[config.mk]
export PLATFORM = sky130hd
export DESIGN_NAME = fbas_slice
export DESIGN_NICKNAME = d
export VERILOG_FILES = /design/src/verilog/fbas_pkg.sv /design/src/verilog/fbas_slice.sv
export SDC_FILE = /design/constraint.sdc
export NUM_CORES = 1
export LEC_CHECK = 0
export CORE_MARGIN = 2
export CORE_UTILIZATION = 45
export CTS_CLUSTER_DIAMETER = 80
export DETAILED_ROUTE_END_ITERATION = 8
export DONT_BUFFER_PORTS = 1
export GPL_TIMING_DRIVEN = 0
export SLEW_MARGIN = 5
export SYNTH_ARGS = -nofsm -noshare
export SYNTH_HDL_FRONTEND = slang
export SYNTH_SLANG_ARGS = --single-unit
[constraint.sdc]
create_clock -name hclk -period 17.5 [get_ports hclk]
set_input_delay 3.5 -clock hclk [delete_from_list [all_inputs] [get_ports hclk]]
set_output_delay 3.5 -clock hclk [all_outputs]
set_load 0.01 [all_outputs]
[src/verilog/fbas_pkg.sv]
/*
  fbas_pkg: constants, enumerations and carrier types of the four-bit
  datapath slice, with the map of its AHB-Lite register window.
  Assumes: included in compile order before fbas_slice.sv.
*/
`default_nettype none

package fbas_pkg;

  // ----------------------------------------------------------------
  // datapath sizes
  // ----------------------------------------------------------------
  localparam int WIDTH = 4;
  localparam int WORDS = 16;
  localparam int ADDR_W = 4;

  // ----------------------------------------------------------------
  // operand source codes
  // ----------------------------------------------------------------
  typedef enum logic [2:0] {
    SRC_AQ = 3'b000,
    SRC_AB = 3'b001,
    SRC_ZQ = 3'b010,
    SRC_ZB = 3'b011,
    SRC_ZA = 3'b100,
    SRC_DA = 3'b101,
    SRC_DQ = 3'b110,
    SRC_DZ = 3'b111
  } fbas_src_type;

  // ----------------------------------------------------------------
  // function codes
  // ----------------------------------------------------------------
  typedef enum logic [2:0] {
    FN_ADD = 3'b000,
    FN_SUBR = 3'b001,
    FN_SUBS = 3'b010,
    FN_OR = 3'b011,
    FN_AND = 3'b100,
    FN_NOTRS = 3'b101,
    FN_XOR = 3'b110,
    FN_XNOR = 3'b111
  } fbas_func_type;

  // ----------------------------------------------------------------
  // destination codes
  // ----------------------------------------------------------------
  typedef enum logic [2:0] {
    DST_QREG = 3'b000,
    DST_NOP = 3'b001,
    DST_RAMA = 3'b010,
    DST_RAMF = 3'b011,
    DST_RAMQD = 3'b100,
    DST_RAMD = 3'b101,
    DST_RAMQU = 3'b110,
    DST_RAMU = 3'b111
  } fbas_dest_type;

  // nine-bit microinstruction: destination, function, source
  typedef struct packed {
    fbas_dest_type dest;
    fbas_func_type func;
    fbas_src_type src;
  } fbas_micro_type;

  // flag outputs of one slice
  typedef struct packed {
    logic carry_out;
    logic overflow_flag;
    logic sign_result_bit;
    logic zero_flag;
    logic generate_n;
    logic propagate_n;
  } fbas_flags_type;

  // ----------------------------------------------------------------
  // register window
  // ----------------------------------------------------------------
  localparam logic [31:0] CTRL_OFFSET = 32'h0000_0000;
  localparam logic [31:0] STATUS_OFFSET = 32'h0000_0004;
  localparam logic [31:0] CTRL_RESET = 32'h0000_0000;
  localparam int CTRL_HOLD_BIT = 0;
  localparam int STATUS_Q_LSB = 0;
  localparam int STATUS_ZERO_BIT = 4;
  localparam int STATUS_SIGN_BIT = 5;
  localparam int STATUS_OVF_BIT = 6;
  localparam int STATUS_COUT_BIT = 7;
  localparam logic [3:0] Q_RESET = 4'h0;
  localparam logic [3:0] RAM_RESET = 4'h0;
  localparam logic [1:0] HTRANS_NONSEQ = 2'b10;

endpackage : fbas_pkg

`default_nettype wire

[src/verilog/fbas_slice.sv]
/*
  fbas_slice: one cascadable four-bit datapath slice with its register
  file, operand selectors, eight-function ALU, Q register, shifters,
  flag outputs and a small AHB-Lite control/status window.
  Assumes: microinstruction, addresses, carry and shift-port inputs come
  from logic on hclk; two-way pins are resolved outside from the enables.
*/
// How it works
// - sixteen four-bit words, two simultaneous read ports
// - equal addresses give same word on both ports
// - writes go only to the B-addressed word
// - write data: F plain, shifted up, or down
// - read operands held stable across the write
// - three arithmetic and five logic operations
// - R from A/D, S from A/B/Q, zero inhibit
// - source code selects eight operand pairs
// - direct data input loads registers, feeds ALU
// - separate four-bit Q register, source and destination
// - function code selects the ALU operation
// - active-low generate and propagate for look-ahead
// - active-high carry in and carry out
// - sign bit output regardless of Y enable
// - zero output high when F all low
// - overflow when carry into and out of msb differ
// - destination code routes F to Y/RAM/Q
// - Y three-state, released while enable pin high
// - all internal paths four bits wide
// - source decode table zero through seven
// - function decode table zero through seven
// - destination decode table zero through seven
// - Q and RAM both load at the same rising edge
`timescale 1ns/1ns
`default_nettype none

module fbas_slice (
  // clock, reset, enable
  input wire logic hclk,
  input wire logic hresetn,
  input wire logic clk_en,
  // microinstruction and operand inputs
  input wire fbas_pkg::fbas_micro_type micro,
  input wire logic [3:0] a_address,
  input wire logic [3:0] b_address,
  input wire logic [3:0] direct_data,
  input wire logic carry_in,
  input wire logic y_enable_n,
  // data output (three-state)
  output logic [3:0] y_out,
  output logic y_oe_n,
  // register-file shift end ports
  input wire logic ram_lsb_in,
  output logic ram_lsb_out,
  output logic ram_lsb_oe_n,
  input wire logic ram_msb_in,
  output logic ram_msb_out,
  output logic ram_msb_oe_n,
  // Q shift end ports
  input wire logic q_lsb_in,
  output logic q_lsb_out,
  output logic q_lsb_oe_n,
  input wire logic q_msb_in,
  output logic q_msb_out,
  output logic q_msb_oe_n,
  // flags
  output fbas_pkg::fbas_flags_type flags,
  // AHB-Lite slave
  input wire logic hsel,
  input wire logic [31:0] haddr,
  input wire logic [1:0] htrans,
  input wire logic hwrite,
  input wire logic [2:0] hsize,
  input wire logic [31:0] hwdata,
  input wire logic hready,
  output logic [31:0] hrdata,
  output logic hreadyout,
  output logic hresp
);

  // ----------------------------------------------------------------
  // helpers
  // ----------------------------------------------------------------

  // shift one word up (toward msb) or down, filling the vacated end
  function automatic logic [3:0] fbas_shift(input logic [3:0] word, input logic up, input logic fill);
    fbas_shift = up ? {word[2:0], fill} : {fill, word[3:1]};
  endfunction : fbas_shift

  // ----------------------------------------------------------------
  // storage
  // ----------------------------------------------------------------
  logic [3:0] ram [0:15];
  logic [3:0] q_reg;
  logic [31:0] ctrl;
  logic hold;

  // ----------------------------------------------------------------
  // register-file read ports
  // ----------------------------------------------------------------
  // reads are combinational from the array, which only changes at the
  // rising edge, so both operands stay fixed for the whole cycle and a
  // write can never race its own operands
  logic [3:0] port_a;
  logic [3:0] port_b;
  assign port_a = ram[a_address];
  assign port_b = ram[b_address];

  // ----------------------------------------------------------------
  // operand selection
  // ----------------------------------------------------------------
  // r from A or D, s from A, B or Q, each can be inhibited to zero
  logic r_from_a;
  logic r_zero;
  logic s_from_a;
  logic s_from_b;
  logic s_zero;
  logic [3:0] op_r;
  logic [3:0] op_s;
  assign r_from_a = (micro.src == fbas_pkg::SRC_AQ) || (micro.src == fbas_pkg::SRC_AB);
  assign r_zero = (micro.src == fbas_pkg::SRC_ZQ) || (micro.src == fbas_pkg::SRC_ZB)
                  || (micro.src == fbas_pkg::SRC_ZA);
  assign s_from_a = (micro.src == fbas_pkg::SRC_ZA) || (micro.src == fbas_pkg::SRC_DA);
  assign s_from_b = (micro.src == fbas_pkg::SRC_AB) || (micro.src == fbas_pkg::SRC_ZB);
  assign s_zero = (micro.src == fbas_pkg::SRC_DZ);
  assign op_r = r_zero ? 4'h0 : (r_from_a ? port_a : direct_data);
  assign op_s = s_zero ? 4'h0 : (s_from_a ? port_a : (s_from_b ? port_b : q_reg));

  // ----------------------------------------------------------------
  // ALU
  // ----------------------------------------------------------------
  // subtraction is an add of the complemented operand plus carry_in
  logic [3:0] add_r;
  logic [3:0] add_s;
  logic [3:0] gen;
  logic [3:0] prop;
  logic [4:0] carry;
  logic [3:0] sum;
  logic [3:0] alu_f;
  assign add_r = (micro.func == fbas_pkg::FN_SUBR) ? ~op_r : op_r;
  assign add_s = (micro.func == fbas_pkg::FN_SUBS) ? ~op_s : op_s;
  assign gen = add_r & add_s;
  assign prop = add_r | add_s;
  assign carry[0] = carry_in;
  assign carry[1] = gen[0] | (prop[0] & carry[0]);
  assign carry[2] = gen[1] | (prop[1] & carry[1]);
  assign carry[3] = gen[2] | (prop[2] & carry[2]);
  assign carry[4] = gen[3] | (prop[3] & carry[3]);
  assign sum = add_r ^ add_s ^ carry[3:0];

  // function decode
  always_comb begin
    case (micro.func)
      fbas_pkg::FN_ADD: alu_f = sum;
      fbas_pkg::FN_SUBR: alu_f = sum;
      fbas_pkg::FN_SUBS: alu_f = sum;
      fbas_pkg::FN_OR: alu_f = op_r | op_s;
      fbas_pkg::FN_AND: alu_f = op_r & op_s;
      fbas_pkg::FN_NOTRS: alu_f = ~op_r & op_s;
      fbas_pkg::FN_XOR: alu_f = op_r ^ op_s;
      fbas_pkg::FN_XNOR: alu_f = ~(op_r ^ op_s);
      default: alu_f = sum;
    endcase
  end

  // ----------------------------------------------------------------
  // flags
  // ----------------------------------------------------------------
  logic carry_into_msb;
  assign carry_into_msb = carry[3];
  assign flags.generate_n = ~(gen[3] | (prop[3] & gen[2]) | (&prop[3:2] & gen[1])
                              | (&prop[3:1] & gen[0]));
  assign flags.propagate_n = ~(&prop);
  assign flags.carry_out = carry[4];
  assign flags.sign_result_bit = alu_f[3];
  assign flags.zero_flag = (alu_f == 4'h0);
  assign flags.overflow_flag = carry_into_msb ^ carry[4];

  // ----------------------------------------------------------------
  // destination decode
  // ----------------------------------------------------------------
  logic ram_load;
  logic q_load;
  logic shift_on;
  logic shift_up;
  logic q_shift;
  assign ram_load = micro.dest[2] | micro.dest[1];
  assign q_load = (micro.dest == fbas_pkg::DST_QREG) || (micro.dest == fbas_pkg::DST_RAMQD)
                  || (micro.dest == fbas_pkg::DST_RAMQU);
  assign shift_on = micro.dest[2];
  assign shift_up = micro.dest[1];
  assign q_shift = shift_on & ~micro.dest[0];

  // three-way selectors into the register file and the Q register
  logic [3:0] ram_wdata;
  logic [3:0] next_q;
  assign ram_wdata = shift_on ? fbas_shift(alu_f, shift_up, shift_up ? ram_lsb_in : ram_msb_in)
                     : alu_f;
  assign next_q = q_shift ? fbas_shift(q_reg, shift_up, shift_up ? q_lsb_in : q_msb_in)
                  : alu_f;

  // ----------------------------------------------------------------
  // end ports: drive outgoing bit, release otherwise
  // ----------------------------------------------------------------
  assign ram_msb_out = alu_f[3];
  assign ram_msb_oe_n = ~(shift_on & shift_up);
  assign ram_lsb_out = alu_f[0];
  assign ram_lsb_oe_n = ~(shift_on & ~shift_up);
  assign q_msb_out = q_reg[3];
  assign q_msb_oe_n = ~(shift_on & shift_up);
  assign q_lsb_out = q_reg[0];
  assign q_lsb_oe_n = ~(shift_on & ~shift_up);

  // ----------------------------------------------------------------
  // Y output
  // ----------------------------------------------------------------
  assign y_out = (micro.dest == fbas_pkg::DST_RAMA) ? port_a : alu_f;
  assign y_oe_n = y_enable_n;

  // ----------------------------------------------------------------
  // state update
  // ----------------------------------------------------------------
  logic step;
  assign hold = ctrl[fbas_pkg::CTRL_HOLD_BIT];
  assign step = clk_en & ~hold;

  // Q register loads at the rising edge
  always_ff @(posedge hclk or negedge hresetn) begin
    if (!hresetn) begin
      q_reg <= fbas_pkg::Q_RESET;
    end else if (step && q_load) begin
      q_reg <= next_q;
    end
  end

  // register file writes only the B word, at the same edge
  always_ff @(posedge hclk or negedge hresetn) begin
    if (!hresetn) begin
      for (int i = 0; i < fbas_pkg::WORDS; i++) begin
        ram[i] <= fbas_pkg::RAM_RESET;
      end
    end else if (step && ram_load) begin
      ram[b_address] <= ram_wdata;
    end
  end

  // ----------------------------------------------------------------
  // AHB-Lite slave
  // ----------------------------------------------------------------
  logic take;
  logic dp_write;
  logic [31:0] dp_addr;
  logic [31:0] status_word;
  logic [31:0] next_rdata;
  assign take = hsel & hready & (htrans == fbas_pkg::HTRANS_NONSEQ) & (hsize == 3'h2); // whole words only
  assign status_word = {24'h00_0000, flags.carry_out, flags.overflow_flag,
                        flags.sign_result_bit, flags.zero_flag, q_reg};
  assign next_rdata = (haddr == fbas_pkg::CTRL_OFFSET) ? ctrl
                      : ((haddr == fbas_pkg::STATUS_OFFSET) ? status_word : 32'h0000_0000);
  assign hreadyout = 1'b1; // zero wait states
  assign hresp = 1'b0; // always OKAY

  // address phase capture and read data
  always_ff @(posedge hclk or negedge hresetn) begin
    if (!hresetn) begin
      dp_write <= 1'b0;
      dp_addr <= 32'h0000_0000;
      hrdata <= 32'h0000_0000;
    end else if (hready) begin
      dp_write <= take & hwrite;
      dp_addr <= haddr;
      if (take && !hwrite) begin
        hrdata <= next_rdata;
      end
    end
  end

  // control register write in the data phase
  always_ff @(posedge hclk or negedge hresetn) begin
    if (!hresetn) begin
      ctrl <= fbas_pkg::CTRL_RESET;
    end else if (dp_write && dp_addr == fbas_pkg::CTRL_OFFSET) begin
      ctrl <= {31'h0000_0000, hwdata[fbas_pkg::CTRL_HOLD_BIT]};
    end
  end

endmodule : fbas_slice

`default_nettype wire

## Word level (Yosys, flattened, before mapping)

Cells that the tools add are included.

- Register bits after elaboration: 134
- Input port bits: 102
- Output and inout bits: 53
- Word-level logic and storage cells: 137

- Mux-type cells: 26
- Reductions and logical operators: 24
- Magnitude comparators: 3
- Bitwise gates (word level): 44
- Eq/ne operators: 19

Operators by type and width:

| cell | number |
|---|---|
| 4-bit 2-to-1 mux | 17 |
| 64-bit bitwise mux | 1 |
| 32-bit logical NOT | 2 |
| 4-bit binary-select mux with 4-bit select | 2 |
| 32-bit by 3-bit == test with 1-bit output (second input constant) | 1 |
| 3-bit == test (second input constant) | 9 |
| 4-bit one-hot mux with 6 select lines | 1 |
| 3-bit by 2-bit == test with 1-bit output (second input constant) | 6 |
| 4-bit demux with 4-bit select | 1 |
| 8-bit 2-to-1 mux | 2 |
| 1-bit AND | 15 |
| 4-bit AND | 3 |
| 4-bit NOT | 3 |
| 4-bit XOR | 3 |
| 5-bit greater-or-equal comparator (second input constant) | 2 |
| 4-bit NOT with 5-bit output | 2 |
| 3-bit logical NOT | 3 |
| 1-bit OR | 8 |
| 4-bit OR | 2 |
| 1-bit logical OR | 7 |
| 1-bit NOT | 7 |
| 3-bit by 1-bit == test with 1-bit output (second input constant) | 2 |
| 1-bit logical AND | 5 |
| 5-bit by 1-bit less-than comparator with 1-bit output (second input constant) | 1 |
| other kinds (9) | 11 |

## Longest topological paths before layout

- Word-level depth: 21
- Mapped depth: 21

## Least setup slack after synthesis

OpenSTA, ideal clock, no wires.

- Path type: input port to output port
- Start: input a_address[1]
- End: output flags[2] (netlist bit)
- Required time: 14.000 ns
- Path buffers: 1
- Stages on the path: 18
- Setup slack: 6.462 ns
- Arrival time: 7.538 ns
- Path through: buf_6 mux4_1 mux2i_4 nor3_2 or3_4 inv_2 xnor2_1 inv_1 fa_1 inv_1 fa_1 inv_1 fa_1 inv_1 fa_1 a21boi_0 o31ai_2 nor4_2

RTL lines:

| element | line | text |
|---|---|---|
| start: declaration | fbas_slice.sv:42 | `input wire logic [3:0] a_address,` |
| end: declaration | fbas_slice.sv:65 | `output fbas_pkg::fbas_flags_type flags,` |

==> out/qor.yml <==
status: "completed"
synth_seq_cells: 110
clock_latency_ns: 0.36
setup_ws_ns: 5.90
antenna_found_initial: 0
register_area_um2: 2750
path_class: "input pin to primary output"
fillers: 1373
cts_htree_levels: 3
dieArea_um2: 16600
dr.first_iter.drc_count: 393
fin_skew_ns: 0.00852
grt_pass1_vias: 5467
grt_pass1_wl_mm: 29.3
syn_inst: 664
ys_warn_count: 0
root_buffer: "clkbuf_16"
pwr-share-seq_pct: 44.2
crit_fanout: 10
rr_startpoint: "ram[48]$_DFFE_PN0P_"
drt-pass1-iter-count: 5
worst_pin_slew_ns: 1.09
synth_edf_count: 0
grt_max_degree: 111
setup-violations-final: 0
power.density_nw_per_um2: 101
intPower_mw: 0.507
reg2reg_depth: 19
drc: 0
largest_register_ffs: 64
regMostFlops: "ram"
dp_hpwl_mm: 14.1
cts_sinks: 110
cpPeakStageDelay_ns: 0.49
dp_slack_ns: 5.87
ys_seq_area_share_pct: 39.3
rsz0062_at_grt: "false"
crit_chain: "buf_4, buf_2, mux4_1, mux2i_4, nor3_2, or3_4, inv_2, xnor2_1, inv_1, fa_1, inv_1, fa_1, inv_1, fa_1, inv_1, fa_1, a21boi_0, o31ai_2, nor4_2"
reg_top3: "ram (64), dp_addr (32), hrdata (8)"
peakVddDrop_uv: 63.4
drtAntennaViolNets: 0
fin_util_pct: 50.1
die_y_um: 129
critPathSlowestCell: "nor4_2"
wire_per_inst_um: 20.7
multi_input_area_um2: 3850
pwr-share-comb_pct: 29.5
timing.rr.end: "ram[43]$_DFFE_PN0P_"
grt_util_all_layers_pct: 22.9
cp-end-kind: "primary output"
area_delta_synth_final_pct: 8.72
async_reset_ff_share_pct: 100
layout-drive-gt1-share_pct: 22.7
min_from: "dp_addr[6]$_DFFE_PN0P_"
hold_slack_ns: 0.508
maxSlewHeadroom_pct: 26.7
portBuffers: 0
synth_area_per_cell_um2: 10.6
die_w_um: 129
finalHoldViolCount: 0
max_freq_ghz: 0.0862
via_count: 5419
cts.hold.buffers_added: 0
globalplace.congestion: 0.912
stdcell_area_um2: 7620
std_cell_rows: 45
reg2reg_slack_ns: 12.46
yosysUniqueCellTypes: 75
worstHoldPathType: "flip-flop to flip-flop"
postCtsResizedCells: 0
holdPathEnd: "dp_addr[6]$_DFFE_PN0P_"
totalWireLength_mm: 18.4
required_ns: 14.00
synth_ff_type: "dfrtp_1"
whs_path_depth: 1
period_share_pct: 66.3
startpoint: "a_address[2]"
coreArea_um2: 15200
clockBufferDepth: 2
final.min_clock_period_ns: 11.60
numCtsBuffers: 9
pwr-share-clk_pct: 26.3
cap_violations: 0
grt-ovfl-total: 0
avgViaCountPerCell: 6.08
netlist_area_um2: 7010
cts_tree: "done"
path_clk_slew_ns: 0.08
diodes: 0
p_switching_mw: 0.261
initial_core_util_pct: 46.1
start_kind: "input pin"
dpl-instance-area_um2: 7330
postCtsSetupBuffers: 0
fin_tns_setup_ns: 0
fin_nets: 817
arrival_ns: 8.10
io_pins: 155
slew_violations: 0
leakage_nw: 3.26
switching_share_pct: 34.0
critical path, delay by kind of cell:
kind	cells	cell delay, ns
buffers and inverters	7	0.88
AO/OA/AOI/OAI	2	0.49
multiplexers	2	0.66
XOR/XNOR	1	0.14
adder cells (fa/ha/maj)	4	1.42
AND/OR/NAND/NOR	3	1.01
Yosys cell counts, types with 10 or more instances:
library cell  instances  area (µm²)
mux4_2               21         473
nor3_1               11        55.1
buf_2                11        55.1
a22o_1               10        87.6
mux2i_1              21         210
dfrtp_1             110        2750
and2_1               10        62.6
mux2_2               53         597
inv_1                23        86.3
nor2_1               80         300
a31oi_1              37         231
a21oi_1              34         170
buf_4                35         263
nand2b_1             10        62.6
clkbuf_1             14        52.6
ha_1                 12         150
nand2_1              28         105
nor4_1               14        87.6
worst max-delay path by stage:
stage	end	slack, ns	depth (start not counted)
floorplan	flags[2]	6.46	18
detailed placement	flags[2]	5.87	19
finish	flags[2]	5.90	19
global placement	flags[2]	5.96	19
global route	flags[2]	5.67	19
CTS	flags[2]	5.88	19
power by group through the flow:
| stage | combinational, mW | sequential (mW) | clock, mW |
|---|---|---|---|
| 6_report | 0.226 | 0.339 | 0.202 |
| 5_1_grt | 0.248 | 0.346 | 0.218 |
| 4_1_cts | 0.226 | 0.339 | 0.207 |
| 3_5_place_dp | 0.225 | 0.344 | 0 |
| 3_3_place_gp | 0.218 | 0.340 | 0 |
| 2_1_floorplan | 0.182 | 0.330 | 0 |
cell type report:
| type | instances | share of cell area, % |
|---|---|---|
| Clock inverter | 7 | 0.789 |
| Inverter | 24 | 1.18 |
| Clock buffer | 9 | 2.96 |
| Buffer | 63 | 5.31 |
| Multi-Input combinational cell | 491 | 50.5 |
| Tap cell | 188 | 3.09 |
| Sequential cell | 110 | 36.1 |
through the flow:
| step | total power, mW | std cells |
|---|---|---|
| 2_1_floorplan | 0.512 | 688 |
| 3_3_place_gp | 0.558 | 876 |
| 3_5_place_dp | 0.569 | 876 |
| 4_1_cts | 0.772 | 892 |
| 5_1_grt | 0.811 | 892 |
| 6_report | 0.768 | 892 |
metal layers:
layer | share of wire [%] | global-route usage (%) | wire (µm)
met1 | 42 | 30.0 | 7690
met2 | 49 | 37.9 | 9060
met3 | 6.6 | 4.28 | 1210
met4 | 2.6 | 9.27 | 471
met5 | 0 | 0 | 0
cells in the final DEF (no fill, tap or decap), types with 14 or more instances in the layout:
cell	instances
mux4_2	21
buf_4	35
conb_1	26
a21oi_1	34
mux2i_1	21
inv_1	23
nor2_1	80
a31oi_1	37
nand2_1	28
clkbuf_1	14
mux2_2	53
nor4_1	14
dfrtp_1	110
cell families (layout without fill, tap and decap cells):
group                    Yosys count  after routing  share of synthesized area [%]
adder cells (fa/ha/maj)           16             16                           3.29
flip-flops                       110            110                           39.3
AND/OR/NAND/NOR                  198            198                           14.3
AO/OA/AOI/OAI                    139            139                           14.7
multiplexers                      99             99                           19.7
XOR/XNOR                          13             13                           1.63
other                              2             26                          0.107
buffers and inverters             87            103                           7.05
(Power assumes the default switching activity.)
